## src/sib_consts.svh

```systemverilog
// register offsets, field positions, reset values and cycle numbers
`ifndef SIB_CONSTS_SVH
`define SIB_CONSTS_SVH

// register byte offsets on the apb bus
`define SIB_OFF_CTRL 8'h00
`define SIB_OFF_EOI 8'h04
`define SIB_OFF_MSG 8'h08
`define SIB_OFF_STAT 8'h0C
`define SIB_OFF_RX 8'h10

// control register fields and reset value
`define SIB_CTRL_RST 18'h00000
`define SIB_CTRL_ARB_LSB 0
`define SIB_CTRL_PHYS_LSB 4
`define SIB_CTRL_LOG_LSB 8
`define SIB_CTRL_FOCUS_BIT 16
`define SIB_CTRL_EN_BIT 17

// message launch register fields
`define SIB_MSG_VEC_LSB 0
`define SIB_MSG_DEST_LSB 8
`define SIB_MSG_DM_BIT 16
`define SIB_MSG_KIND_LSB 17
`define SIB_MSG_LVL_BIT 20
`define SIB_MSG_TRIG_BIT 21
`define SIB_MSG_SH_LSB 22

// status register bits
`define SIB_STAT_BUSY 0
`define SIB_STAT_DONE 1
`define SIB_STAT_TXERR 2
`define SIB_STAT_RXV 3
`define SIB_STAT_CKSE 4

// message type codes driven in cycle 1
`define SIB_TYPE_EOI 2'h3
`define SIB_TYPE_SHORT 2'h1

// message lengths in bus cycles
`define SIB_LEN_EOI 6'h0E
`define SIB_LEN_SHORT 6'h15
`define SIB_LEN_LOWEST 6'h22

// cycle numbers within a message
`define SIB_CYC_TYPE 6'h01
`define SIB_CYC_ARB_FIRST 6'h02
`define SIB_CYC_ARB_LAST 6'h05
`define SIB_CYC_BODY 6'h06
`define SIB_CYC_E_LAST 6'h09
`define SIB_CYC_E_CKS 6'h0A
`define SIB_CYC_E_ST0 6'h0C
`define SIB_CYC_E_ST1 6'h0D
`define SIB_CYC_S_VEC 6'h09
`define SIB_CYC_S_DEST 6'h0D
`define SIB_CYC_S_LAST 6'h10
`define SIB_CYC_S_CKS 6'h11
`define SIB_CYC_S_ST0 6'h13
`define SIB_CYC_S_ST1 6'h14
`define SIB_CYC_L_A2 6'h21

// status pair codes
`define SIB_ST_OK 2'h0
`define SIB_ST_CKS_ERR 2'h3
`define SIB_ST_ACCEPT 2'h2
`define SIB_ST_RETRY 2'h3
`define SIB_ST_FOCUS 2'h2

// delivery kinds, shorthands, broadcast identifier
`define SIB_KIND_LOWEST 3'h1
`define SIB_SH_INCL 2'h1
`define SIB_SH_EXCL 2'h2
`define SIB_ARB_BCAST 4'hF

`endif

```

## src/sib_pkg.sv

```systemverilog
// types shared by the serial interrupt bus framer
package sib_pkg;
  // node role on the bus, one-hot
  typedef enum logic [2:0] {
    SIB_ROLE_IDLE = 3'b001,
    SIB_ROLE_SEND = 3'b010,
    SIB_ROLE_RECV = 3'b100
  } sib_role_type;
  // decoded register selector
  typedef enum logic [2:0] {
    SIB_REG_CTRL, SIB_REG_EOI, SIB_REG_MSG, SIB_REG_STAT, SIB_REG_RX,
    SIB_REG_NONE
  } sib_reg_type;
endpackage

```

## src/sib_sync.sv

```systemverilog
// two-flop synchroniser for asynchronous pin inputs
module sib_sync #(
  parameter int WIDTH = 3
) (
  // clock and reset
  input wire logic clk,
  input wire logic reset,
  // raw and synchronised levels
  input wire logic [WIDTH-1:0] d,
  output logic [WIDTH-1:0] q
);
  logic [WIDTH-1:0] meta_r; // first stage, read only by q

  // one independent chain per bit
  for (genvar i = 0; i < WIDTH; i++) begin : g_bit
    always_ff @(posedge clk or posedge reset) begin
      if (reset) begin
        meta_r[i] <= 1'b0;
        q[i] <= 1'b0;
      end else begin
        meta_r[i] <= d[i];
        q[i] <= meta_r[i];
      end
    end
  end
endmodule

```

## src/sib_csum.sv

```systemverilog
// running two-bit checksum with end-around carry
module sib_csum (
  // clock and reset
  input wire logic clk,
  input wire logic reset,
  // control
  input wire logic clear,
  input wire logic add,
  input wire logic last,
  // data
  input wire logic [1:0] val,
  output logic [1:0] sum
);
  logic [2:0] raw; // plain sum with carry

  assign raw = {1'b0, sum} + {1'b0, val};

  // the final addition drops its carry, all others fold it back in
  always_ff @(posedge clk or posedge reset) begin
    if (reset) begin
      sum <= 2'h0;
    end else if (clear) begin
      sum <= 2'h0;
    end else if (add) begin
      if (last) begin
        sum <= raw[1:0];
      end else begin
        sum <= raw[1:0] + {1'b0, raw[2]};
      end
    end
  end
endmodule

```

## src/sib_framer.sv

```systemverilog
// serial interrupt bus framer node with apb register access
//
// How it works
// - node handles notice, short and lowest messages
// - local node sends 14-cycle end-of-interrupt notice
// - notice starts on end-of-interrupt register write
// - notice layout: type 11, vector, checksum, status
// - cycles 2-5 carry identifier on high lane
// - checksum folds carry back except final add
// - checksum mismatch drives 11 in error status
// - sender sees error and resends same message
// - short message carries all non-notice deliveries
// - short layout: type 01, vector, destination, status
// - cycles 6-8 carry mode, kind, level, trigger
// - short checksum in cycle 17 over 6-16
// - physical uses low destination, logical uses all
// - shorthands use physical mode and identifier 1111
// - focus node drives 10 in cycle 19
// - unclaimed lowest message extends without gap
// - errored non-notice messages end after cycle 21
// - status pairs decode ok, error, accept, retry
// - good lowest status 00 runs full 34 cycles
`include "sib_consts.svh"
module sib_framer import sib_pkg::*; (
  // clock and reset
  input wire logic ref_clk,
  input wire logic reset,
  // apb slave
  input wire logic psel,
  input wire logic penable,
  input wire logic pwrite,
  input wire logic [7:0] paddr,
  input wire logic [31:0] pwdata,
  output logic [31:0] prdata,
  output logic pready,
  output logic pslverr,
  // serial bus clock pin
  input wire logic bus_clk_in,
  // high lane (bit1), open drain
  input wire logic lane_hi_in,
  output logic lane_hi_out,
  output logic lane_hi_oe_n,
  // low lane (bit0), open drain
  input wire logic lane_lo_in,
  output logic lane_lo_out,
  output logic lane_lo_oe_n
);
  // synchronised pins and bus clock edges
  logic [2:0] sync_w;      // {bus clock, high lane, low lane}
  logic bclk_d_r;          // previous bus clock level
  logic rise;              // bus sampling edge
  logic fall;              // bus drive edge
  logic [1:0] lanes;       // current pair on the bus
  // message tracking
  logic [5:0] cyc_r;       // cycle of the last sample, 0 when idle
  logic [5:0] ncyc;        // cycle being driven or sampled next
  logic [5:0] msg_len;     // length of the message in flight
  logic [1:0] mtype_r;     // type code seen in cycle 1
  logic is_eoi;            // message is an end-of-interrupt notice
  logic ext_r;             // message extended to lowest form
  sib_role_type role_r;    // our part in the current message
  // received fields
  logic [7:0] cap_vec_r;
  logic [7:0] cap_dest_r;
  logic cap_dm_r;
  logic [2:0] cap_kind_r;
  logic cap_lvl_r;
  logic cap_trig_r;
  logic cks_bad_r;         // our checksum disagreed with the bus
  logic claim_r;           // we claimed as focus node
  logic [1:0] cks_sum;     // running checksum of the bus
  logic [1:0] arb_i;       // pair index for cycles 2-5 and 6-9
  logic [1:0] sh_i;        // pair index for cycles 9-16
  logic covered;           // cycle is inside the checksum
  logic cov_last;          // last cycle inside the checksum
  logic addr_hit;          // short message is addressed to us
  logic is_lowest;
  // transmit side
  logic pend_r;            // a message waits to be sent
  logic tx_eoi_r;
  logic [3:0] tx_arb_r;
  logic [7:0] tx_vec_r;
  logic [7:0] tx_dest_r;
  logic tx_dm_r;
  logic [2:0] tx_kind_r;
  logic tx_lvl_r;
  logic tx_trig_r;
  logic tx_incl_r;         // shorthand that includes ourselves
  logic tx_ok_r;           // no bad status seen this attempt
  logic [1:0] tx_pair;     // our data for cycle ncyc
  logic [1:0] drv_nxt;     // total pair we pull for cycle ncyc
  logic [1:0] drv_r;       // pair we pull in the current cycle
  logic starting;          // we open a message at this drive edge
  // registers
  logic [17:0] ctrl_r;
  logic done_r, txerr_r, rxv_r, ckse_r;
  logic [13:0] rx_r;       // latched accepted message
  logic acc;               // apb access completes this edge
  logic wr;                // write completes this edge
  logic launch_ok;         // launch register may be written
  sib_reg_type sel;

  // decode an apb address to a register
  function automatic sib_reg_type reg_sel(input logic [7:0] a);
    case (a)
      `SIB_OFF_CTRL: reg_sel = SIB_REG_CTRL;
      `SIB_OFF_EOI: reg_sel = SIB_REG_EOI;
      `SIB_OFF_MSG: reg_sel = SIB_REG_MSG;
      `SIB_OFF_STAT: reg_sel = SIB_REG_STAT;
      `SIB_OFF_RX: reg_sel = SIB_REG_RX;
      default: reg_sel = SIB_REG_NONE;
    endcase
  endfunction

  // pick pair i of a byte, most significant pair first
  function automatic logic [1:0] pair_of(input logic [7:0] b,
                                         input logic [1:0] i);
    pair_of = b[{~i, 1'b1} -: 2];
  endfunction

  sib_sync #(.WIDTH(3)) u_sync (
    .clk(ref_clk),
    .reset(reset),
    .d({bus_clk_in, lane_hi_in, lane_lo_in}),
    .q(sync_w)
  );

  // bus clock edge detect, on the synchronised level only
  always_ff @(posedge ref_clk or posedge reset) begin
    if (reset) begin
      bclk_d_r <= 1'b0;
    end else begin
      bclk_d_r <= sync_w[2];
    end
  end

  assign rise = sync_w[2] & ~bclk_d_r;
  assign fall = ~sync_w[2] & bclk_d_r;
  assign lanes = sync_w[1:0];
  assign ncyc = (cyc_r == 6'h00) ? `SIB_CYC_TYPE : cyc_r + 6'h01;
  assign is_eoi = (mtype_r == `SIB_TYPE_EOI);
  assign is_lowest = (cap_kind_r == `SIB_KIND_LOWEST);
  assign arb_i = ncyc[1:0] + 2'h2;
  assign sh_i = ncyc[1:0] + 2'h3;
  // three kinds only: notice, short, and short extended to lowest
  assign msg_len = is_eoi ? `SIB_LEN_EOI :
                   (ext_r ? `SIB_LEN_LOWEST : `SIB_LEN_SHORT);
  assign covered = (ncyc >= `SIB_CYC_BODY) &&
                   (ncyc <= (is_eoi ? `SIB_CYC_E_LAST : `SIB_CYC_S_LAST));
  assign cov_last = (ncyc == (is_eoi ? `SIB_CYC_E_LAST : `SIB_CYC_S_LAST));

  // physical mode matches only the low four destination bits
  always_comb begin
    if (!cap_dm_r) begin
      addr_hit = (cap_dest_r[3:0] == ctrl_r[`SIB_CTRL_PHYS_LSB +: 4]) ||
                 (cap_dest_r[3:0] == `SIB_ARB_BCAST);
    end else begin
      addr_hit = |(cap_dest_r & ctrl_r[`SIB_CTRL_LOG_LSB +: 8]);
    end
  end

  // checksum is taken from the bus, so the sender reuses it too
  sib_csum u_csum (
    .clk(ref_clk),
    .reset(reset),
    .clear(rise && (ncyc == `SIB_CYC_TYPE)),
    .add(rise && covered),
    .last(cov_last),
    .val(lanes),
    .sum(cks_sum)
  );

  // message cycle counter and type capture
  always_ff @(posedge ref_clk or posedge reset) begin
    if (reset) begin
      cyc_r <= 6'h00;
      mtype_r <= 2'h0;
    end else if (rise) begin
      if (cyc_r == 6'h00) begin
        if (lanes != 2'h0) begin
          cyc_r <= `SIB_CYC_TYPE;
          mtype_r <= lanes;
        end
      end else if (ncyc == msg_len) begin
        cyc_r <= 6'h00;
      end else begin
        cyc_r <= ncyc;
      end
    end
  end

  // field capture, checksum compare and length decision
  always_ff @(posedge ref_clk or posedge reset) begin
    if (reset) begin
      cap_vec_r <= 8'h00;
      cap_dest_r <= 8'h00;
      cap_dm_r <= 1'b0;
      cap_kind_r <= 3'h0;
      cap_lvl_r <= 1'b0;
      cap_trig_r <= 1'b0;
      cks_bad_r <= 1'b0;
      ext_r <= 1'b0;
    end else if (rise && (cyc_r != 6'h00 || lanes != 2'h0)) begin
      if (ncyc == `SIB_CYC_TYPE) begin
        cks_bad_r <= 1'b0;
        ext_r <= 1'b0;
      end else if (mtype_r == `SIB_TYPE_EOI) begin
        if (covered) begin
          cap_vec_r[{~arb_i, 1'b1} -: 2] <= lanes;
        end
        if (ncyc == `SIB_CYC_E_CKS && lanes != cks_sum) begin
          cks_bad_r <= 1'b1;
        end
      end else begin
        case (ncyc)
          6'h06: {cap_dm_r, cap_kind_r[2]} <= lanes;
          6'h07: cap_kind_r[1:0] <= lanes;
          6'h08: {cap_lvl_r, cap_trig_r} <= lanes;
          `SIB_CYC_S_CKS: cks_bad_r <= (lanes != cks_sum);
          // a clean status 00 on a lowest message extends it
          `SIB_CYC_S_ST0: ext_r <= is_lowest &&
                                   (lanes == `SIB_ST_OK);
          // acceptance error keeps the 21-cycle length
          `SIB_CYC_S_ST1: if (!lanes[1]) ext_r <= 1'b0;
          default: begin
            if (ncyc >= `SIB_CYC_S_VEC && ncyc < `SIB_CYC_S_DEST) begin
              cap_vec_r[{~sh_i, 1'b1} -: 2] <= lanes;
            end else if (ncyc >= `SIB_CYC_S_DEST &&
                         ncyc <= `SIB_CYC_S_LAST) begin
              cap_dest_r[{~sh_i, 1'b1} -: 2] <= lanes;
            end
          end
        endcase
      end
    end
  end

  // our own data for the upcoming cycle
  always_comb begin
    tx_pair = 2'h0;
    if (ncyc == `SIB_CYC_TYPE) begin
      tx_pair = tx_eoi_r ? `SIB_TYPE_EOI : `SIB_TYPE_SHORT;
    end else if (ncyc <= `SIB_CYC_ARB_LAST) begin
      tx_pair = {tx_arb_r[2'h3 - arb_i], 1'b0};
    end else if (tx_eoi_r) begin
      if (covered) begin
        tx_pair = pair_of(tx_vec_r, arb_i);
      end else if (ncyc == `SIB_CYC_E_CKS) begin
        tx_pair = cks_sum;
      end
    end else begin
      case (ncyc)
        6'h06: tx_pair = {tx_dm_r, tx_kind_r[2]};
        6'h07: tx_pair = tx_kind_r[1:0];
        6'h08: tx_pair = {tx_lvl_r, tx_trig_r};
        `SIB_CYC_S_CKS: tx_pair = cks_sum;
        default: begin
          if (ncyc >= `SIB_CYC_S_VEC && ncyc < `SIB_CYC_S_DEST) begin
            tx_pair = pair_of(tx_vec_r, sh_i);
          end else if (ncyc >= `SIB_CYC_S_DEST &&
                       ncyc <= `SIB_CYC_S_LAST) begin
            tx_pair = pair_of(tx_dest_r, sh_i);
          end
        end
      endcase
    end
  end

  assign starting = (cyc_r == 6'h00) && pend_r && (role_r == SIB_ROLE_IDLE)
                    && ctrl_r[`SIB_CTRL_EN_BIT];

  // everything we pull: sender data plus receiver status answers
  always_comb begin
    drv_nxt = 2'h0;
    if (starting || role_r == SIB_ROLE_SEND) begin
      drv_nxt = tx_pair;
    end else if (role_r == SIB_ROLE_RECV && ctrl_r[`SIB_CTRL_EN_BIT]) begin
      if (is_eoi) begin
        if (ncyc == `SIB_CYC_E_ST0 && cks_bad_r) begin
          drv_nxt = `SIB_ST_CKS_ERR;
        end
      end else if (ncyc == `SIB_CYC_S_ST0) begin
        if (cks_bad_r) begin
          drv_nxt = `SIB_ST_CKS_ERR;
        end else if (is_lowest && addr_hit &&
                     ctrl_r[`SIB_CTRL_FOCUS_BIT]) begin
          drv_nxt = `SIB_ST_FOCUS;
        end
      end else if (ncyc == `SIB_CYC_S_ST1 && !cks_bad_r &&
                   (claim_r || (!is_lowest && addr_hit))) begin
        // a full receive slot asks the sender to retry
        drv_nxt = rxv_r ? `SIB_ST_RETRY : `SIB_ST_ACCEPT;
      end
    end
  end

  // lane drivers change only on the bus clock falling edge
  always_ff @(posedge ref_clk or posedge reset) begin
    if (reset) begin
      drv_r <= 2'h0;
      lane_hi_out <= 1'b0;
      lane_lo_out <= 1'b0;
      lane_hi_oe_n <= 1'b1;
      lane_lo_oe_n <= 1'b1;
    end else if (fall) begin
      drv_r <= drv_nxt;
      lane_hi_out <= drv_nxt[1];
      lane_lo_out <= drv_nxt[0];
      lane_hi_oe_n <= ~drv_nxt[1];
      lane_lo_oe_n <= ~drv_nxt[0];
    end
  end

  // role, arbitration loss and sender outcome
  always_ff @(posedge ref_clk or posedge reset) begin
    if (reset) begin
      role_r <= SIB_ROLE_IDLE;
      tx_ok_r <= 1'b0;
      claim_r <= 1'b0;
    end else if (fall && starting) begin
      role_r <= SIB_ROLE_SEND;
      tx_ok_r <= 1'b1;
      claim_r <= 1'b0;
    end else if (rise) begin
      if (cyc_r != 6'h00 && ncyc == msg_len) begin
        role_r <= SIB_ROLE_IDLE;
      end else if (role_r == SIB_ROLE_IDLE && lanes != 2'h0) begin
        role_r <= SIB_ROLE_RECV;
        claim_r <= 1'b0;
      end else if (role_r == SIB_ROLE_SEND) begin
        // a one seen where we drove zero means a higher node won
        if (ncyc <= `SIB_CYC_ARB_LAST && lanes != drv_r) begin
          role_r <= SIB_ROLE_RECV;
        end
        if ((is_eoi && ncyc == `SIB_CYC_E_ST0 && lanes != `SIB_ST_OK) ||
            (is_eoi && ncyc == `SIB_CYC_E_ST1 &&
             lanes != `SIB_ST_ACCEPT)) begin
          tx_ok_r <= 1'b0;
        end
        if (!is_eoi && ncyc == `SIB_CYC_S_ST0 && lanes != `SIB_ST_OK &&
            !(is_lowest && lanes == `SIB_ST_FOCUS)) begin
          tx_ok_r <= 1'b0;
        end
        if (!is_eoi && ncyc == `SIB_CYC_S_ST1 &&
            (ext_r ? !lanes[1] : lanes != `SIB_ST_ACCEPT)) begin
          tx_ok_r <= 1'b0;
        end
        if (ncyc == `SIB_CYC_L_A2 && ext_r && lanes != `SIB_ST_ACCEPT) begin
          tx_ok_r <= 1'b0;
        end
      end else if (ncyc == `SIB_CYC_S_ST0 && drv_r == `SIB_ST_FOCUS &&
                   !is_eoi) begin
        claim_r <= 1'b1;
      end
    end
  end

  // apb handshake: one wait state, then pready for a single cycle
  assign acc = psel && penable && pready;
  assign wr = acc && pwrite;
  assign sel = reg_sel(paddr);
  assign launch_ok = !pend_r;

  always_ff @(posedge ref_clk or posedge reset) begin
    if (reset) begin
      pready <= 1'b0;
      pslverr <= 1'b0;
      prdata <= 32'h0000_0000;
    end else begin
      pready <= psel && penable && !pready;
      pslverr <= 1'b0;
      prdata <= 32'h0000_0000;
      if (psel && penable && !pready) begin
        // unmapped addresses and launches while busy are refused
        pslverr <= (sel == SIB_REG_NONE) || (pwrite && !launch_ok &&
                   (sel == SIB_REG_EOI || sel == SIB_REG_MSG));
        if (!pwrite) begin
          case (sel)
            SIB_REG_CTRL: prdata <= {14'h0000, ctrl_r};
            SIB_REG_STAT: prdata <= {27'h0000000, ckse_r, rxv_r, txerr_r,
                                     done_r, pend_r};
            SIB_REG_RX: prdata <= {18'h00000, rx_r};
            default: prdata <= 32'h0000_0000;
          endcase
        end
      end
    end
  end

  // control register
  always_ff @(posedge ref_clk or posedge reset) begin
    if (reset) begin
      ctrl_r <= `SIB_CTRL_RST;
    end else if (wr && sel == SIB_REG_CTRL) begin
      ctrl_r <= pwdata[17:0];
    end
  end

  // launch registers: notice or short message, one at a time
  always_ff @(posedge ref_clk or posedge reset) begin
    if (reset) begin
      pend_r <= 1'b0;
      tx_eoi_r <= 1'b0;
      tx_arb_r <= 4'h0;
      tx_vec_r <= 8'h00;
      tx_dest_r <= 8'h00;
      tx_dm_r <= 1'b0;
      tx_kind_r <= 3'h0;
      tx_lvl_r <= 1'b0;
      tx_trig_r <= 1'b0;
      tx_incl_r <= 1'b0;
    end else if (wr && launch_ok && sel == SIB_REG_EOI) begin
      pend_r <= 1'b1;
      tx_eoi_r <= 1'b1;
      tx_arb_r <= ctrl_r[`SIB_CTRL_ARB_LSB +: 4];
      tx_vec_r <= pwdata[7:0];
    end else if (wr && launch_ok && sel == SIB_REG_MSG) begin
      pend_r <= 1'b1;
      tx_eoi_r <= 1'b0;
      tx_vec_r <= pwdata[`SIB_MSG_VEC_LSB +: 8];
      tx_kind_r <= pwdata[`SIB_MSG_KIND_LSB +: 3];
      tx_lvl_r <= pwdata[`SIB_MSG_LVL_BIT];
      tx_trig_r <= pwdata[`SIB_MSG_TRIG_BIT];
      tx_incl_r <= (pwdata[`SIB_MSG_SH_LSB +: 2] == `SIB_SH_INCL);
      if (pwdata[`SIB_MSG_SH_LSB +: 2] == `SIB_SH_INCL ||
          pwdata[`SIB_MSG_SH_LSB +: 2] == `SIB_SH_EXCL) begin
        tx_dm_r <= 1'b0;
        tx_dest_r <= {4'h0, `SIB_ARB_BCAST};
        tx_arb_r <= `SIB_ARB_BCAST;
      end else begin
        tx_dm_r <= pwdata[`SIB_MSG_DM_BIT];
        tx_dest_r <= pwdata[`SIB_MSG_DEST_LSB +: 8];
        tx_arb_r <= ctrl_r[`SIB_CTRL_ARB_LSB +: 4];
      end
    end else if (rise && role_r == SIB_ROLE_SEND && cyc_r != 6'h00 &&
                 ncyc == msg_len && tx_ok_r) begin
      pend_r <= 1'b0; // failed attempts keep pend_r and resend
    end
  end

  // sticky status flags: hardware set wins over write-one-to-clear
  always_ff @(posedge ref_clk or posedge reset) begin
    if (reset) begin
      done_r <= 1'b0;
      txerr_r <= 1'b0;
      rxv_r <= 1'b0;
      ckse_r <= 1'b0;
      rx_r <= 14'h0000;
    end else begin
      if (wr && sel == SIB_REG_STAT) begin
        if (pwdata[`SIB_STAT_DONE]) done_r <= 1'b0;
        if (pwdata[`SIB_STAT_TXERR]) txerr_r <= 1'b0;
        if (pwdata[`SIB_STAT_RXV]) rxv_r <= 1'b0;
        if (pwdata[`SIB_STAT_CKSE]) ckse_r <= 1'b0;
      end
      if (rise && cyc_r != 6'h00 && ncyc == msg_len &&
          role_r == SIB_ROLE_SEND) begin
        if (tx_ok_r) done_r <= 1'b1;
        if (!tx_ok_r) txerr_r <= 1'b1;
        if (tx_ok_r && tx_incl_r) begin
          rxv_r <= 1'b1; // self copy of an all-incl shorthand
          rx_r <= {tx_trig_r, tx_lvl_r, tx_dm_r, tx_kind_r, tx_vec_r};
        end
      end
      if (rise && !is_eoi && ncyc == `SIB_CYC_S_ST1 &&
          drv_r == `SIB_ST_ACCEPT && role_r == SIB_ROLE_RECV) begin
        rxv_r <= 1'b1;
        rx_r <= {cap_trig_r, cap_lvl_r, cap_dm_r, cap_kind_r, cap_vec_r};
      end
      if (rise && cks_bad_r && cyc_r != 6'h00 && ncyc == msg_len) begin
        ckse_r <= 1'b1; // message discarded
      end
    end
  end
endmodule

```

## config.mk

```make
export PLATFORM = sky130hd
export DESIGN_NAME = sib_framer
export DESIGN_NICKNAME = d
export VERILOG_FILES = /design/src/sib_pkg.sv /design/src/sib_sync.sv /design/src/sib_csum.sv /design/src/sib_framer.sv
export VERILOG_INCLUDE_DIRS = /design/src
export SDC_FILE = /design/constraint.sdc
export NUM_CORES = 1
export LEC_CHECK = 0
export BUFFER_PORTS_ARGS = -buffer_cell sky130_fd_sc_hd__buf_2
export CAP_MARGIN = 40
export CORE_ASPECT_RATIO = 1.75
export CORE_MARGIN = 8
export CORE_UTILIZATION = 41
export DETAILED_ROUTE_END_ITERATION = 10
export GPL_TIMING_DRIVEN = 0
export PLACE_DENSITY = 0.67
export SYNTH_ARGS = -nofsm -noshare
export SYNTH_HDL_FRONTEND = slang
export SYNTH_SLANG_ARGS = --single-unit
```

## constraint.sdc

```tcl
create_clock -name ref_clk -period 3.9 [get_ports ref_clk]
set_input_delay 0.195 -clock ref_clk [delete_from_list [all_inputs] [get_ports ref_clk]]
set_output_delay 0.195 -clock ref_clk [all_outputs]
set_load 0.1 [all_outputs]
```

==> metrics.yaml <==
crit_fanout: 12
run_status: "finished clean"
power.density_nw_per_um2: 591
global_route_wire_length_before_repair_mm: 38.7
core_area_um2: 18100
portbufs: 62
globalplace.congestion: 1.00
tritoncts_clock_tree: "yes"
hold_slack_ns: 0.0126
fillers: 1652
route.detailed.vias_per_inst: 5.87
power.ir.vdd_worst_mv: 0.510
netlist.top_cell.by_area: "dfrtp_1"
grt_setup_unrepaired: "false"
multiInputGateArea_um2: 3890
place_area_um2: 8240
synth_edf_count: 0
initialDrtViolationCount: 478
clk_path_buf_depth: 2
syn_inst: 770
p_sw_w: 0.00206
yosys_warnings: 0
skew_ns: 0.00630
share_of_post_route_cells_with_drive_strength_above_1: 0.245
vias: 6613
max-cap-violations: 0
io_pins: 86
track_usage: 0.217
worstHoldPathType: "in2reg"
ctsRootBufferMaster: "clkbuf_16"
minimum_clock_period_ns: 3.79
critical_path.max_stage_delay_ns: 0.41
cts_num_sinks: 135
share_of_synthesized_flip_flops_with_an_asynchronous_set_or_reset: 1.00
synth.area.mux_share: 0.141
core.rowCount: 65
timing.slew.headroom: 0.382
synthDominantCellAreaShare: 0.438
timing_worst_slew_pin_value_ns: 0.925
clkTransAtPathRegs_ns: 0.06
worst_skew_pair.late_latency_ns: 0.43
seqCellArea_um2: 3380
post_synthesis_register_bit_count: 135
finalWirelength_mm: 25.0
drt-pass1-iter-count: 5
post_synth_fa_ha_maj_area_fraction: 0.0242
synth-xor-area-share: 0.0128
final_hold_viol_count: 0
antenna_found_initial: 0
synth.yosys.seq_area_share: 0.448
avgRoutedWirePerCell_um: 22.2
kind_of_capture_point_of_the_worst_setup_path: "register"
syn2layout_area_growth_pct: 20.1
start_util: 0.418
leakage_power_nw: 4.26
fmax_ghz: 0.264
number_of_h_tree_levels: 4
report.final.slew_viol_count: 0
worstPathCellList: "buf_4, buf_6, inv_8, ha_2, or3b_4, o21ai_4, clkinv_4, ha_1, nand3_1, a21boi_0, o31a_1, a2bb2oi_2, o22a_1, buf_2, o31a_1, a31o_2"
synthSimpleGateAreaFrac: 0.178
cp_top_family: "compound AO/OA/AOI/OAI gates"
top_cells_by_area_synth: "dfrtp_1 44%, mux2_2 9.1%, nand2_1 5.1%"
die_h_um: 195
intPower_w: 0.00329
fp.dieArea_um2: 23200
n_antenna_cell: 0
synth_cell_types: 81
switching_share: 0.385
crit_top_cell: "o31a_1"
layout.core_utilization: 0.502
synthesis.area_um2: 7550
dp.final_hpwl_mm: 18.4
layout.cell_area.non_filler_um2: 9070
grt_pass1_vias: 6842
power_frac_comb: 0.371
timing.critical_path.arrival_ns: 4.11
cts_made_buffers: 17
fraction_of_the_cycle_the_final_worst_path_needs: 0.972
cp.buffers_inverters: 5
grt_max_degree: 90
yosys_most_used_dff: "dfrtp_1"
grt_overflow_total: 0
timing.setup.critical_path_class: "reg2reg"
critical_path.slowest_cell: "or3b_4"
synth_top_family_by_area: "simple AND/OR/NAND/NOR gates"
crit_path_start_kind: "register"
die_width_um: 119
postRouteAntennaNets: 0
drc: 0
finalSetupViolations: 0
sequentialPowerShare: 0.303
timing.critical_path.required_ns: 4.22
fin_nets: 942
avgSynthCellArea_um2: 9.80
p_clk_frac: 0.326
synth_compound_gate_area_share: 0.148
## routing by layer
metal | vias up | GRT usage | wire, um
met3 | 93 | 0.0396 | 1280
met4 | 0 | 0.141 | 1510
li1 | 2974 | - | -
met2 | 292 | 0.387 | 13000
met5 | - | 0 | 0
met1 | 3254 | 0.228 | 9170
## cells by family (layout without fill, tap and decap cells)
| group | Yosys count | count (layout) |
|---|---|---|
| and+or+nand+nor | 278 | 278 |
| buffers and inverters | 78 | 188 |
| adders and majority gates | 14 | 14 |
| AOI/OAI and AO/OA | 162 | 162 |
| other | 1 | 14 |
| DFF | 135 | 135 |
| muxes | 91 | 91 |
| xor gates and xnor gates | 11 | 11 |
## sequential cells by signal, indices dropped and copies added (netlist names), 2 cells and up
| register | flops |
|---|---|
| cap_dest_r | 8 |
| cap_kind_r | 3 |
| cap_vec_r | 8 |
| ctrl_r | 18 |
| cyc_r | 6 |
| mtype_r | 2 |
| prdata | 18 |
| role_r | 3 |
| rx_r | 14 |
| tx_arb_r | 4 |
| tx_dest_r | 8 |
| tx_kind_r | 3 |
| tx_vec_r | 8 |
| u_csum.sum | 2 |
| u_sync.meta_r | 3 |
| u_sync.q | 3 |
## Yosys cell counts (4+ instances only)
cell type,number
mux2i_1,23
o31ai_1,5
a21oi_1,27
inv_1,21
a211oi_1,5
o21ai_0,40
a31oi_1,8
and3_1,7
mux2_2,61
nor3_1,13
o211ai_1,8
xnor2_1,8
clkbuf_1,27
nand2b_1,11
nor3b_1,4
o22ai_1,7
nand2_1,102
dfrtp_1,132
and4_1,4
a31o_2,6
nand3b_1,4
and2_1,8
buf_2,8
buf_1,4
o31a_1,7
buf_4,14
ha_1,13
nand3_1,29
nor2_1,63
nand4_1,12
a21o_1,6
## area by class of cell
class	instances	share of cell area
plain buffers	53	0.0312
flip-flops and latches	135	0.373
multi-input cells	570	0.429
clock buffers	25	0.0546
inverters	24	0.0120
well taps	234	0.0323
clock inverters	7	0.0155
repair buffers	79	0.0524
## through the flow
step | cells | power [W] | TNS, ns | worst slack (ns)
global route | 1127 | 0.00557 | 0 | 0.000821
detailed placement | 1082 | 0.00345 | -33.38 | -0.903
CTS | 1123 | 0.00525 | 0 | 0.0110
finish | 1127 | 0.00536 | 0 | 0.109
global placement | 1079 | 0.00344 | -226.88 | -1.49
floorplan | 783 | 0.00288 | 0 | 0.0989
## timing repair
item                                   4_1_cts  5_1_grt
hold buffers                                 9        0
setup buffers                                1        4
endpoints found under the hold margin       51        0
pin swaps                                    1        1
cloned                                       0        0
setup endpoints to repair                   57       31
gates resized for setup                     13        9
## cell usage in the layout, fill, tap and decap left out, drive strengths merged, types with 14 or more instances in the layout
master / n
a21oi: 27
buf: 97
clkbuf: 51
conb: 14
dfrtp: 132
inv: 22
mux2: 63
mux2i: 23
nand2: 102
nand3: 29
nor2: 63
o21ai: 41
## power by group through the flow
stage	logic, W	clock network, W	registers (W)
after global placement	0.00179	0	0.00164
final	0.00199	0.00174	0.00162
after global routing	0.00212	0.00181	0.00164
after CTS	0.00187	0.00176	0.00162
after floorplan	0.00122	0	0.00166
after detailed placement	0.00180	0	0.00165
## tightest hold or removal path: stages
cell     delay, ns
buf_2         0.09
nand3_1       0.06
nand2_1       0.06
## path summary, 6_finish.rpt
| kind | from | endpoint | slack, ns | cells past startpoint |
|---|---|---|---|---|
| setup / recovery | cyc_r[0] | cap_vec_r[6] | 0.11 | 16 |
| hold / removal | pwdata[14] | tx_dest_r[6] | 0.01 | 3 |
| setup reg to reg | cyc_r[0] | cap_vec_r[6] | 0.11 | 16 |
| hold reg to reg | u_sync.meta_r[2] | u_sync.q[2] | 0.35 | 0 |
| max in group asynchronous | reset | cap_dest_r[7] | 2.75 | 4 |
| min in group asynchronous | reset | prdata[2] | 0.34 | 3 |
Power figures use the tool's default switching activity.
